<file path="src/include/aluf_pkg.sv">
// Purpose: constants and operation codes for the arithmetic and flow execution unit
// Assumes: 8-bit data path, 16-bit program counter and register pairs
// Notes:   status byte layout is I T H S V N Z C, carry in bit 0
package aluf_pkg;

   // ---------------------------------------------------------------
   // operation codes
   // ---------------------------------------------------------------
   typedef enum logic [4:0] {
      OP_ADD, OP_ADD_CARRY, OP_WORD_IMMEDIATE_SUM,
      OP_SUB, OP_SUBTRACT_IMMEDIATE,
      OP_DIFFERENCE_WITH_BORROW, OP_IMMEDIATE_DIFFERENCE_WITH_BORROW,
      OP_WORD_IMMEDIATE_DIFFERENCE,
      OP_AND, OP_AND_WITH_IMMEDIATE, OP_OR, OP_OR_WITH_IMMEDIATE, OP_EXCLUSIVE_OR,
      OP_SET_BITS_BY_MASK, OP_CLEAR_BITS_BY_MASK, OP_ZERO_MINUS_TEST,
      OP_PRODUCT_UNSIGNED, OP_PRODUCT_SIGNED, OP_PRODUCT_SIGNED_BY_UNSIGNED,
      OP_FRACTIONAL_PRODUCT_UNSIGNED, OP_FRACTIONAL_PRODUCT_SIGNED,
      OP_FRACTIONAL_PRODUCT_MIXED,
      OP_RELATIVE_JUMP, OP_RELATIVE_CALL, OP_INDIRECT_JUMP, OP_INDIRECT_CALL,
      OP_COMPARE_SKIP_EQUAL, OP_COMPARE_REGISTERS, OP_COMPARE_WITH_CARRY,
      OP_COMPARE_IMMEDIATE, OP_SKIP_IF_REG_BIT_CLEAR
   } aluf_op_e;

   // ---------------------------------------------------------------
   // status byte bit positions
   // ---------------------------------------------------------------
   localparam int FLAG_C = 0;
   localparam int FLAG_Z = 1;
   localparam int FLAG_N = 2;
   localparam int FLAG_V = 3;
   localparam int FLAG_S = 4;
   localparam int FLAG_H = 5;
   localparam logic [7:0] SREG_RESET = 8'h00;

   // ---------------------------------------------------------------
   // cycle counts and program counter steps
   // ---------------------------------------------------------------
   localparam logic [1:0] CYC_ONE   = 2'h1;
   localparam logic [1:0] CYC_TWO   = 2'h2;
   localparam logic [1:0] CYC_THREE = 2'h3;
   localparam logic [15:0] PC_STEP_ONE   = 16'h0001;
   localparam logic [15:0] PC_STEP_TWO   = 16'h0002;
   localparam logic [15:0] PC_STEP_THREE = 16'h0003;
   localparam logic [7:0] BYTE_ALL_ONES  = 8'hff;

endpackage

</file>
<file path="src/aluf_exec.sv">
// Purpose: executes arithmetic, logic, multiply and flow instructions of an 8-bit core
// Assumes: operands come from the register file on the same clock; caller writes back
// Notes:   one instruction in flight; ready is low while a multi-cycle one runs
`timescale 1ns/10ps
`default_nettype none

module aluf_exec (
   input  wire logic              clk,
   input  wire logic              nrst,
   input  wire logic              start,
   input  wire aluf_pkg::aluf_op_e op,
   input  wire logic [7:0]        opA,
   input  wire logic [7:0]        opB,
   input  wire logic [15:0]       wordIn,
   input  wire logic [5:0]        wordK,
   input  wire logic [7:0]        sregIn,
   input  wire logic [15:0]       pcIn,
   input  wire logic [11:0]       relOffset,
   input  wire logic [15:0]       zPtr,
   input  wire logic [2:0]        bitSel,
   input  wire logic              nextTwoWords,
   output logic                   ready,
   output logic                   done,
   output logic [7:0]             resultQ,
   output logic                   resultWe,
   output logic [15:0]            productQ,
   output logic                   productWe,
   output logic [15:0]            wordQ,
   output logic                   wordWe,
   output logic [7:0]             sregQ,
   output logic [15:0]            pcQ,
   output logic                   pcWe,
   output logic [15:0]            pushAddrQ,
   output logic                   pushWe,
   output logic [1:0]             cyclesQ
);
   import aluf_pkg::*;

   // ---------------------------------------------------------------
   // helpers
   // ---------------------------------------------------------------

   // byte add or subtract: returns {h, v, c, result}
   function automatic logic [10:0] addSub(input logic [7:0] a, input logic [7:0] b,
                                          input logic cin, input logic sub);
      logic [8:0] full;
      logic [4:0] low;
      logic       v;
      full = 9'h000;
      low  = 5'h00;
      v    = 1'b0;
      if (sub) begin
         full = {1'b0, a} - {1'b0, b} - {8'h00, cin};
         low  = {1'b0, a[3:0]} - {1'b0, b[3:0]} - {4'h0, cin};
         v    = (a[7] & ~b[7] & ~full[7]) | (~a[7] & b[7] & full[7]);
      end else begin
         full = {1'b0, a} + {1'b0, b} + {8'h00, cin};
         low  = {1'b0, a[3:0]} + {1'b0, b[3:0]} + {4'h0, cin};
         v    = (a[7] & b[7] & ~full[7]) | (~a[7] & ~b[7] & full[7]);
      end
      // bit 8 / bit 4 hold carry on add and borrow on subtract
      return {low[4], v, full[8], full[7:0]};
   endfunction

   // 8x8 multiply with per-operand signedness
   function automatic logic [15:0] mult(input logic [7:0] a, input logic [7:0] b,
                                        input logic aSigned, input logic bSigned);
      logic signed [17:0] pa;
      logic signed [17:0] pb;
      logic signed [17:0] p;
      pa = aSigned ? 18'(signed'(a)) : 18'({1'b0, a});
      pb = bSigned ? 18'(signed'(b)) : 18'({1'b0, b});
      p  = pa * pb;
      return p[15:0];
   endfunction

   // ---------------------------------------------------------------
   // instruction evaluation
   // ---------------------------------------------------------------
   logic        take;
   logic [1:0]  cntQ;
   logic [7:0]  nResult;
   logic        nResultWe;
   logic [15:0] nProduct;
   logic        nProductWe;
   logic [15:0] nWord;
   logic        nWordWe;
   logic [7:0]  nSreg;
   logic [15:0] nPc;
   logic        nPcWe;
   logic        nPushWe;
   logic [1:0]  nCyc;
   logic [10:0] as;
   logic [16:0] wsum;
   logic [15:0] prod;
   logic [15:0] pcRel;
   logic [15:0] skipStep;
   logic [1:0]  skipCyc;

   assign ready = (cntQ == 2'h0);
   assign take  = start & ready;

   // relative target is pc + k + 1 with k sign-extended
   assign pcRel = pcIn + {{4{relOffset[11]}}, relOffset} + PC_STEP_ONE;

   assign skipStep = nextTwoWords ? PC_STEP_THREE : PC_STEP_TWO;
   assign skipCyc  = nextTwoWords ? CYC_THREE : CYC_TWO;

   // decode and compute everything for the offered instruction
   always_comb begin
      nResult    = opA;
      nResultWe  = 1'b0;
      nProduct   = 16'h0000;
      nProductWe = 1'b0;
      nWord      = wordIn;
      nWordWe    = 1'b0;
      nSreg      = sregIn;
      nPc        = pcIn + PC_STEP_ONE;
      nPcWe      = 1'b0;
      nPushWe    = 1'b0;
      nCyc       = CYC_ONE;
      as         = 11'h000;
      wsum       = 17'h00000;
      prod       = 16'h0000;
      case (op)
         OP_ADD, OP_ADD_CARRY: begin
            as = addSub(opA, opB, (op == OP_ADD_CARRY) & sregIn[FLAG_C], 1'b0);
            nResult   = as[7:0];
            nResultWe = 1'b1;
         end
         OP_SUB, OP_SUBTRACT_IMMEDIATE, OP_COMPARE_REGISTERS, OP_COMPARE_IMMEDIATE: begin
            as = addSub(opA, opB, 1'b0, 1'b1);
            nResult = as[7:0];
            nResultWe = (op == OP_SUB) | (op == OP_SUBTRACT_IMMEDIATE);
         end
         OP_DIFFERENCE_WITH_BORROW, OP_IMMEDIATE_DIFFERENCE_WITH_BORROW,
         OP_COMPARE_WITH_CARRY: begin
            as = addSub(opA, opB, sregIn[FLAG_C], 1'b1);
            nResult   = as[7:0];
            nResultWe = (op != OP_COMPARE_WITH_CARRY);
         end
         OP_WORD_IMMEDIATE_SUM: begin
            wsum    = {1'b0, wordIn} + {11'h000, wordK};
            nWord   = wsum[15:0];
            nWordWe = 1'b1;
            nCyc    = CYC_TWO;
            nSreg[FLAG_C] = wsum[16];
            nSreg[FLAG_V] = ~wordIn[15] & wsum[15];
         end
         OP_WORD_IMMEDIATE_DIFFERENCE: begin
            wsum    = {1'b0, wordIn} - {11'h000, wordK};
            nWord   = wsum[15:0];
            nWordWe = 1'b1;
            nCyc    = CYC_TWO;
            nSreg[FLAG_C] = wsum[16];
            nSreg[FLAG_V] = wordIn[15] & ~wsum[15];
         end
         OP_AND, OP_AND_WITH_IMMEDIATE: begin
            nResult   = opA & opB;
            nResultWe = 1'b1;
         end
         OP_OR, OP_OR_WITH_IMMEDIATE: begin
            nResult   = opA | opB;
            nResultWe = 1'b1;
         end
         OP_EXCLUSIVE_OR: begin
            nResult   = opA ^ opB;
            nResultWe = 1'b1;
         end
         OP_SET_BITS_BY_MASK: begin
            nResult   = opA | opB;
            nResultWe = 1'b1;
         end
         OP_CLEAR_BITS_BY_MASK: begin
            nResult   = opA & (BYTE_ALL_ONES - opB);
            nResultWe = 1'b1;
         end
         OP_ZERO_MINUS_TEST: begin
            nResult   = opA & opA;
            nResultWe = 1'b1;
         end
         OP_PRODUCT_UNSIGNED, OP_PRODUCT_SIGNED, OP_PRODUCT_SIGNED_BY_UNSIGNED: begin
            prod = mult(opA, opB, op != OP_PRODUCT_UNSIGNED, op == OP_PRODUCT_SIGNED);
            nProduct   = prod;
            nProductWe = 1'b1;
            nCyc       = CYC_TWO;
            nSreg[FLAG_C] = prod[15];
            nSreg[FLAG_Z] = (prod == 16'h0000);
         end
         OP_FRACTIONAL_PRODUCT_UNSIGNED, OP_FRACTIONAL_PRODUCT_SIGNED,
         OP_FRACTIONAL_PRODUCT_MIXED: begin
            prod = mult(opA, opB, op != OP_FRACTIONAL_PRODUCT_UNSIGNED,
                        op == OP_FRACTIONAL_PRODUCT_SIGNED);
            nProduct   = {prod[14:0], 1'b0};
            nProductWe = 1'b1;
            nCyc       = CYC_TWO;
            // carry takes the bit shifted out
            nSreg[FLAG_C] = prod[15];
            nSreg[FLAG_Z] = ({prod[14:0], 1'b0} == 16'h0000);
         end
         OP_RELATIVE_JUMP, OP_RELATIVE_CALL: begin
            nPc   = pcRel;
            nPcWe = 1'b1;
            nCyc  = (op == OP_RELATIVE_CALL) ? CYC_THREE : CYC_TWO;
            nPushWe = (op == OP_RELATIVE_CALL);
         end
         OP_INDIRECT_JUMP, OP_INDIRECT_CALL: begin
            nPc     = zPtr;
            nPcWe   = 1'b1;
            nCyc    = (op == OP_INDIRECT_CALL) ? CYC_THREE : CYC_TWO;
            nPushWe = (op == OP_INDIRECT_CALL);
         end
         OP_COMPARE_SKIP_EQUAL: begin
            nPcWe = 1'b1;
            if (opA == opB) begin
               nPc  = pcIn + skipStep;
               nCyc = skipCyc;
            end
         end
         OP_SKIP_IF_REG_BIT_CLEAR: begin
            nPcWe = 1'b1;
            if (!opA[bitSel]) begin
               nPc  = pcIn + skipStep;
               nCyc = skipCyc;
            end
         end
         default: begin
            nCyc = CYC_ONE;
         end
      endcase

      // common byte and word flag updates
      case (op)
         OP_ADD, OP_ADD_CARRY, OP_SUB, OP_SUBTRACT_IMMEDIATE, OP_DIFFERENCE_WITH_BORROW,
         OP_IMMEDIATE_DIFFERENCE_WITH_BORROW, OP_COMPARE_REGISTERS,
         OP_COMPARE_WITH_CARRY, OP_COMPARE_IMMEDIATE: begin
            nSreg[FLAG_H] = as[10];
            nSreg[FLAG_V] = as[9];
            nSreg[FLAG_C] = as[8];
            nSreg[FLAG_N] = as[7];
            nSreg[FLAG_Z] = (as[7:0] == 8'h00);
         end
         OP_AND, OP_AND_WITH_IMMEDIATE, OP_OR, OP_OR_WITH_IMMEDIATE, OP_EXCLUSIVE_OR,
         OP_SET_BITS_BY_MASK, OP_CLEAR_BITS_BY_MASK, OP_ZERO_MINUS_TEST: begin
            nSreg[FLAG_V] = 1'b0;
            nSreg[FLAG_N] = nResult[7];
            nSreg[FLAG_Z] = (nResult == 8'h00);
         end
         OP_WORD_IMMEDIATE_SUM, OP_WORD_IMMEDIATE_DIFFERENCE: begin
            nSreg[FLAG_N] = wsum[15];
            nSreg[FLAG_Z] = (wsum[15:0] == 16'h0000);
            nSreg[FLAG_S] = wsum[15] ^ nSreg[FLAG_V];
         end
         default: begin
            nSreg[FLAG_Z] = nSreg[FLAG_Z];
         end
      endcase
   end

   // ---------------------------------------------------------------
   // cycle accounting
   // ---------------------------------------------------------------

   // counts remaining cycles; done marks the end of the last one
   always_ff @(posedge clk or negedge nrst) begin
      if (!nrst) begin
         cntQ <= 2'h0;
         done <= 1'b0;
      end else if (take) begin
         cntQ <= nCyc - CYC_ONE;
         done <= (nCyc == CYC_ONE);
      end else begin
         if (cntQ != 2'h0) begin
            cntQ <= cntQ - 2'h1;
         end
         done <= (cntQ == 2'h1);
      end
   end

   // ---------------------------------------------------------------
   // result registers
   // ---------------------------------------------------------------

   // data held until the next instruction is taken
   always_ff @(posedge clk or negedge nrst) begin
      if (!nrst) begin
         resultQ   <= 8'h00;
         productQ  <= 16'h0000;
         wordQ     <= 16'h0000;
         sregQ     <= SREG_RESET;
         pcQ       <= 16'h0000;
         pushAddrQ <= 16'h0000;
         cyclesQ   <= 2'h0;
      end else if (take) begin
         resultQ   <= nResult;
         productQ  <= nProduct;
         wordQ     <= nWord;
         sregQ     <= nSreg;
         pcQ       <= nPc;
         // return address is the word after the call
         pushAddrQ <= pcIn + PC_STEP_ONE;
         cyclesQ   <= nCyc;
      end
   end

   // write strobes pulse one cycle after take, push in the same cycle as the pc load
   always_ff @(posedge clk or negedge nrst) begin
      if (!nrst) begin
         resultWe  <= 1'b0;
         productWe <= 1'b0;
         wordWe    <= 1'b0;
         pcWe      <= 1'b0;
         pushWe    <= 1'b0;
      end else begin
         resultWe  <= take & nResultWe;
         productWe <= take & nProductWe;
         wordWe    <= take & nWordWe;
         pcWe      <= take & nPcWe;
         pushWe    <= take & nPushWe;
      end
   end

endmodule

`default_nettype wire

</file>
<file path="config.mk">
export PLATFORM = sky130hd
export DESIGN_NAME = aluf_exec
export DESIGN_NICKNAME = d
export VERILOG_FILES = /design/src/include/aluf_pkg.sv /design/src/aluf_exec.sv
export SDC_FILE = /design/constraint.sdc
export NUM_CORES = 1
export LEC_CHECK = 0
export ABC_AREA = 1
export BUFFER_PORTS_ARGS = -buffer_cell sky130_fd_sc_hd__buf_4
export CORE_MARGIN = 4
export CORE_UTILIZATION = 33
export CTS_CLUSTER_SIZE = 25
export DETAILED_ROUTE_END_ITERATION = 12
export GPL_TIMING_DRIVEN = 0
export SETUP_SLACK_MARGIN = 0.05
export SLEW_MARGIN = 15
export SYNTH_ARGS = -nofsm -noshare
export SYNTH_HDL_FRONTEND = slang
export SYNTH_SLANG_ARGS = --single-unit
export TNS_END_PERCENT = 30
</file>
<file path="constraint.sdc">
create_clock -name clk -period 3.04 [get_ports clk]
set_clock_uncertainty 0.2 [all_clocks]
set_input_delay 0 -clock clk [delete_from_list [all_inputs] [get_ports clk]]
set_output_delay 0 -clock clk [all_outputs]
set_load 0.1 [all_outputs]
</file>
==> flow_metrics.tcl <==
set metrics [dict create \
    outcome "finished with violations" \
    violations "negative setup slack" \
    ys_seq_area_share_pct 14.8 \
    period_share_pct 184 \
    synth_fp_nets 2602 \
    rsz0062_at_grt "true" \
    crit_slowest_cell "fa_2" \
    max_slew_margin_pct 42.7 \
    crit_arrival_ps 5700 \
    worstMarginPinSlew_ps 850 \
    min_period_ps 5600 \
    start_util_pct 33.5 \
    drv_cap 0 \
    r2r_cells 8 \
    clock_path_buffers 2 \
    p_comb_share_pct 82.5 \
    min_from "wordIn[11]" \
    drv_slew 0 \
    setup_viol 15 \
    multiInputGateArea_um2 11800 \
    cp_common_cell "fa_1" \
    p_seq_share_pct 11.6 \
    num_rows 78 \
    hold_viol 0 \
    worstPathMaxFanout 5 \
    areaGrowthSynthToFinish_pct 32.7 \
    grt_pass1_wl_mm 88.9 \
    setup_ws_ps -2560 \
    internal-power_uw 7390 \
    root_buffer "clkbuf_16" \
    pwr_density_cell_nw_per_um2 926 \
    pwr-share-clk_pct 5.9 \
    cts_tree "done" \
    cp_data_required_time_ps 3130 \
    placed_cells_incl_taps 3003 \
    syn_avg_cell_area_um2 6.86 \
    r2r_end "productQ[9]" \
    p_sw_share_pct 60.5 \
    dp_hpwl_mm 45.8 \
    wire_per_inst_um 18.0 \
    dr.first_iter.drc_count 1390 \
    reg2reg_slack_ps 130 \
    dr_total_vias 15900 \
    syn_area_um2 15200 \
    fin_tns_setup_ps -22850 \
    nets 2952 \
    ys_ff_latch 90 \
    numCtsBuffers 9 \
    drc 0 \
    drtPass1Iterations 9 \
    insertion_delay_ps 350 \
    synth_warnings 0 \
    drtAntennaViolNets 0 \
    hold_class "in -> reg" \
    core-area_um2 45500 \
    place.gp.congestion 0.931 \
    crit-reg2reg-launch "cntQ[0]" \
    drive_gt1_share_pct 21.2 \
    switching_power_uw 11300 \
    fmax_mhz 178 \
    ff_latch_area_um2 2250 \
    synthCells 2217 \
    fin_area_um2 20200 \
    grt_use_total_pct 22.4 \
    grt_overflow 0 \
    holdWs_ps 15.5 \
    critPathMaxStageDelay_ps 610 \
    die_x_um 223 \
    drt-total-wl_mm 57.2 \
    cts_sinks 90 \
    synth.distinct_cells 58 \
    irDropWorstVdd_mv 1.03 \
    worstHoldEndpoint "wordQ[11]" \
    fin_util_pct 44.4 \
    cellLeakagePower_uw 0.0107 \
    critPathCaptureType "register" \
    diodes 0 \
    synth_top_area_share_pct 17.1 \
    yosys.area.top_type "fa_1" \
    die_y_um 223 \
    grt_pass1_vias 15800 \
    yosys-top-cells-area "fa_1, dfrtp_1, nand2_1" \
    vias_per_cell 5.01 \
    clk_pin_slew_ps 70 \
    cp-start-kind "input port" \
    num_io_pins 191 \
    critPathKind "in -> reg" \
    grt_start_max_net_pins 91 \
    htree_levels 3 \
    nFillCells 4685 \
    placed_area_um2 17500 \
    dieArea_um2 49600 \
    final-instance-count-excl-fill 3172 \
    numPortBuffers 186 \
    holdPathStages 5 \
    antenna_found_initial 1 \
]
## synthesized netlist by cell type (all sizes together)
| library cell | n |
|---|---|
| a21oi | 71 |
| a211oi | 4 |
| o21ai | 104 |
| o211ai | 19 |
| and2 | 1 |
| fa | 130 |
| o21bai | 2 |
| clkinv | 3 |
| buf | 20 |
| o22ai | 22 |
| o311ai | 1 |
| clkbuf | 33 |
| or2 | 20 |
| nand2 | 560 |
| o21a | 8 |
| a311oi | 1 |
| a21boi | 2 |
| a22oi | 4 |
| nor2 | 198 |
| o221ai | 8 |
| xor2 | 46 |
| ha | 153 |
| inv | 469 |
| a31oi | 24 |
| nor3b | 1 |
| xnor2 | 22 |
| nor4 | 3 |
| nand3b | 5 |
| a32oi | 1 |
| o31ai | 1 |
| a2111oi | 1 |
| nand4 | 28 |
| nand3 | 127 |
| a21o | 6 |
| nor3 | 24 |
| a32o | 4 |
| dfrtp | 90 |
| o2111ai | 1 |
## cells in the final DEF, fill, tap and decap left out, types with 15 or more instances in the layout
cell | Yosys | layout
o21ai_1 | 5 | 15
xor2_1 | 45 | 43
dfrtp_1 | 90 | 90
o22ai_1 | 21 | 21
o211ai_1 | 19 | 19
o21ai_0 | 97 | 80
xnor2_1 | 22 | 19
nand4_1 | 28 | 28
buf_6 | 0 | 17
nand2_2 | 6 | 22
inv_1 | 446 | 407
a31oi_1 | 24 | 21
nor2_1 | 178 | 162
dlygate4sd3_1 | 0 | 64
buf_4 | 4 | 253
nand3_1 | 123 | 113
ha_1 | 153 | 139
nor2_4 | 6 | 21
a21oi_1 | 70 | 63
fa_1 | 130 | 124
nand2_1 | 554 | 524
inv_2 | 23 | 50
clkbuf_1 | 33 | 21
nor3_1 | 21 | 18
## logic make-up (layout without fill, tap and decap cells)
group / after synthesis / count (layout) / share of synthesized area (%)
AND/OR/NAND/NOR: 967 / 967 / 27.2
flip-flops: 90 / 90 / 14.8
buffers and inverters: 525 / 880 / 13.2
XOR/XNOR: 68 / 68 / 3.96
AO/OA/AOI/OAI: 284 / 284 / 11.2
adder cells (fa/ha/maj): 283 / 283 / 29.7
## layout make-up
type,count,share of cell area [%]
Multi-Input combinational cell,1602,58.2
Timing Repair Buffer,340,14.3
Sequential cell,90,11.2
Inverter,472,9.06
Tap cell,600,3.72
Buffer,52,2.13
Clock buffer,9,1.12
Clock inverter,7,0.322
## repair_timing
item / 4_1_cts / 5_1_grt
hold buffers: 64 / 0
setup endpoints to repair: 38 / 42
pin swaps: 75 / 41
gates resized for setup: 195 / 74
buffers inserted: 93 / 21
endpoints found under the hold margin: 148 / 0
## flip-flops by register name, indices dropped and copies added, names as in the netlist, 2 cells and up
name / flops
pcQ: 16
productQ: 16
pushAddrQ: 16
wordQ: 16
resultQ: 8
sregQ: 8
cntQ: 2
cyclesQ: 2
## worst max-delay path, delay by kind of cell
kind,cells,cell delay [ps]
xor+xnor,1,200
fa+ha+maj,7,3370
buf+inv,9,730
simple gates,13,1400
## worst max-delay path by stage
stage                     startpoint       end  depth (start not counted)
after global placement         op[2]  sregQ[1]                         31
after floorplan                op[4]  sregQ[1]                         31
after CTS                      op[4]  sregQ[1]                         33
after global routing           op[4]  sregQ[1]                         33
final                          op[1]  sregQ[1]                         30
after detailed placement      opA[6]  sregQ[0]                         23
## power by group through the flow
stage          logic [uW]  registers (uW)  clock network (uW)
3_5_place_dp        12700            2180                   0
5_1_grt             16600            2220                1160
4_1_cts             14500            2160                1120
3_3_place_gp        12700            2160                   0
6_report            15400            2170                1110
2_1_floorplan        5840            5840                   0
## through the flow
stage          power [uW]  setup WS [ps]
4_1_cts             17800          -2490
2_1_floorplan       11700          -2490
3_3_place_gp        14800          -3390
6_report            18700          -2560
3_5_place_dp        14900          -3410
5_1_grt             20000          -2830
## per-layer routing
metal  wire (um)  part of all wire (%)  vias to the layer above  track usage [%]
met2       26500                    46                      584             37.2
met1       25400                    44                     7563             31.0
met4        1360                   2.4                        0             5.19
li1            -                     -                     7640                -
met5           0                     0                        -                0
met3        4010                   7.0                       90             3.26
Note: power is estimated with default switching activity, not from simulation.
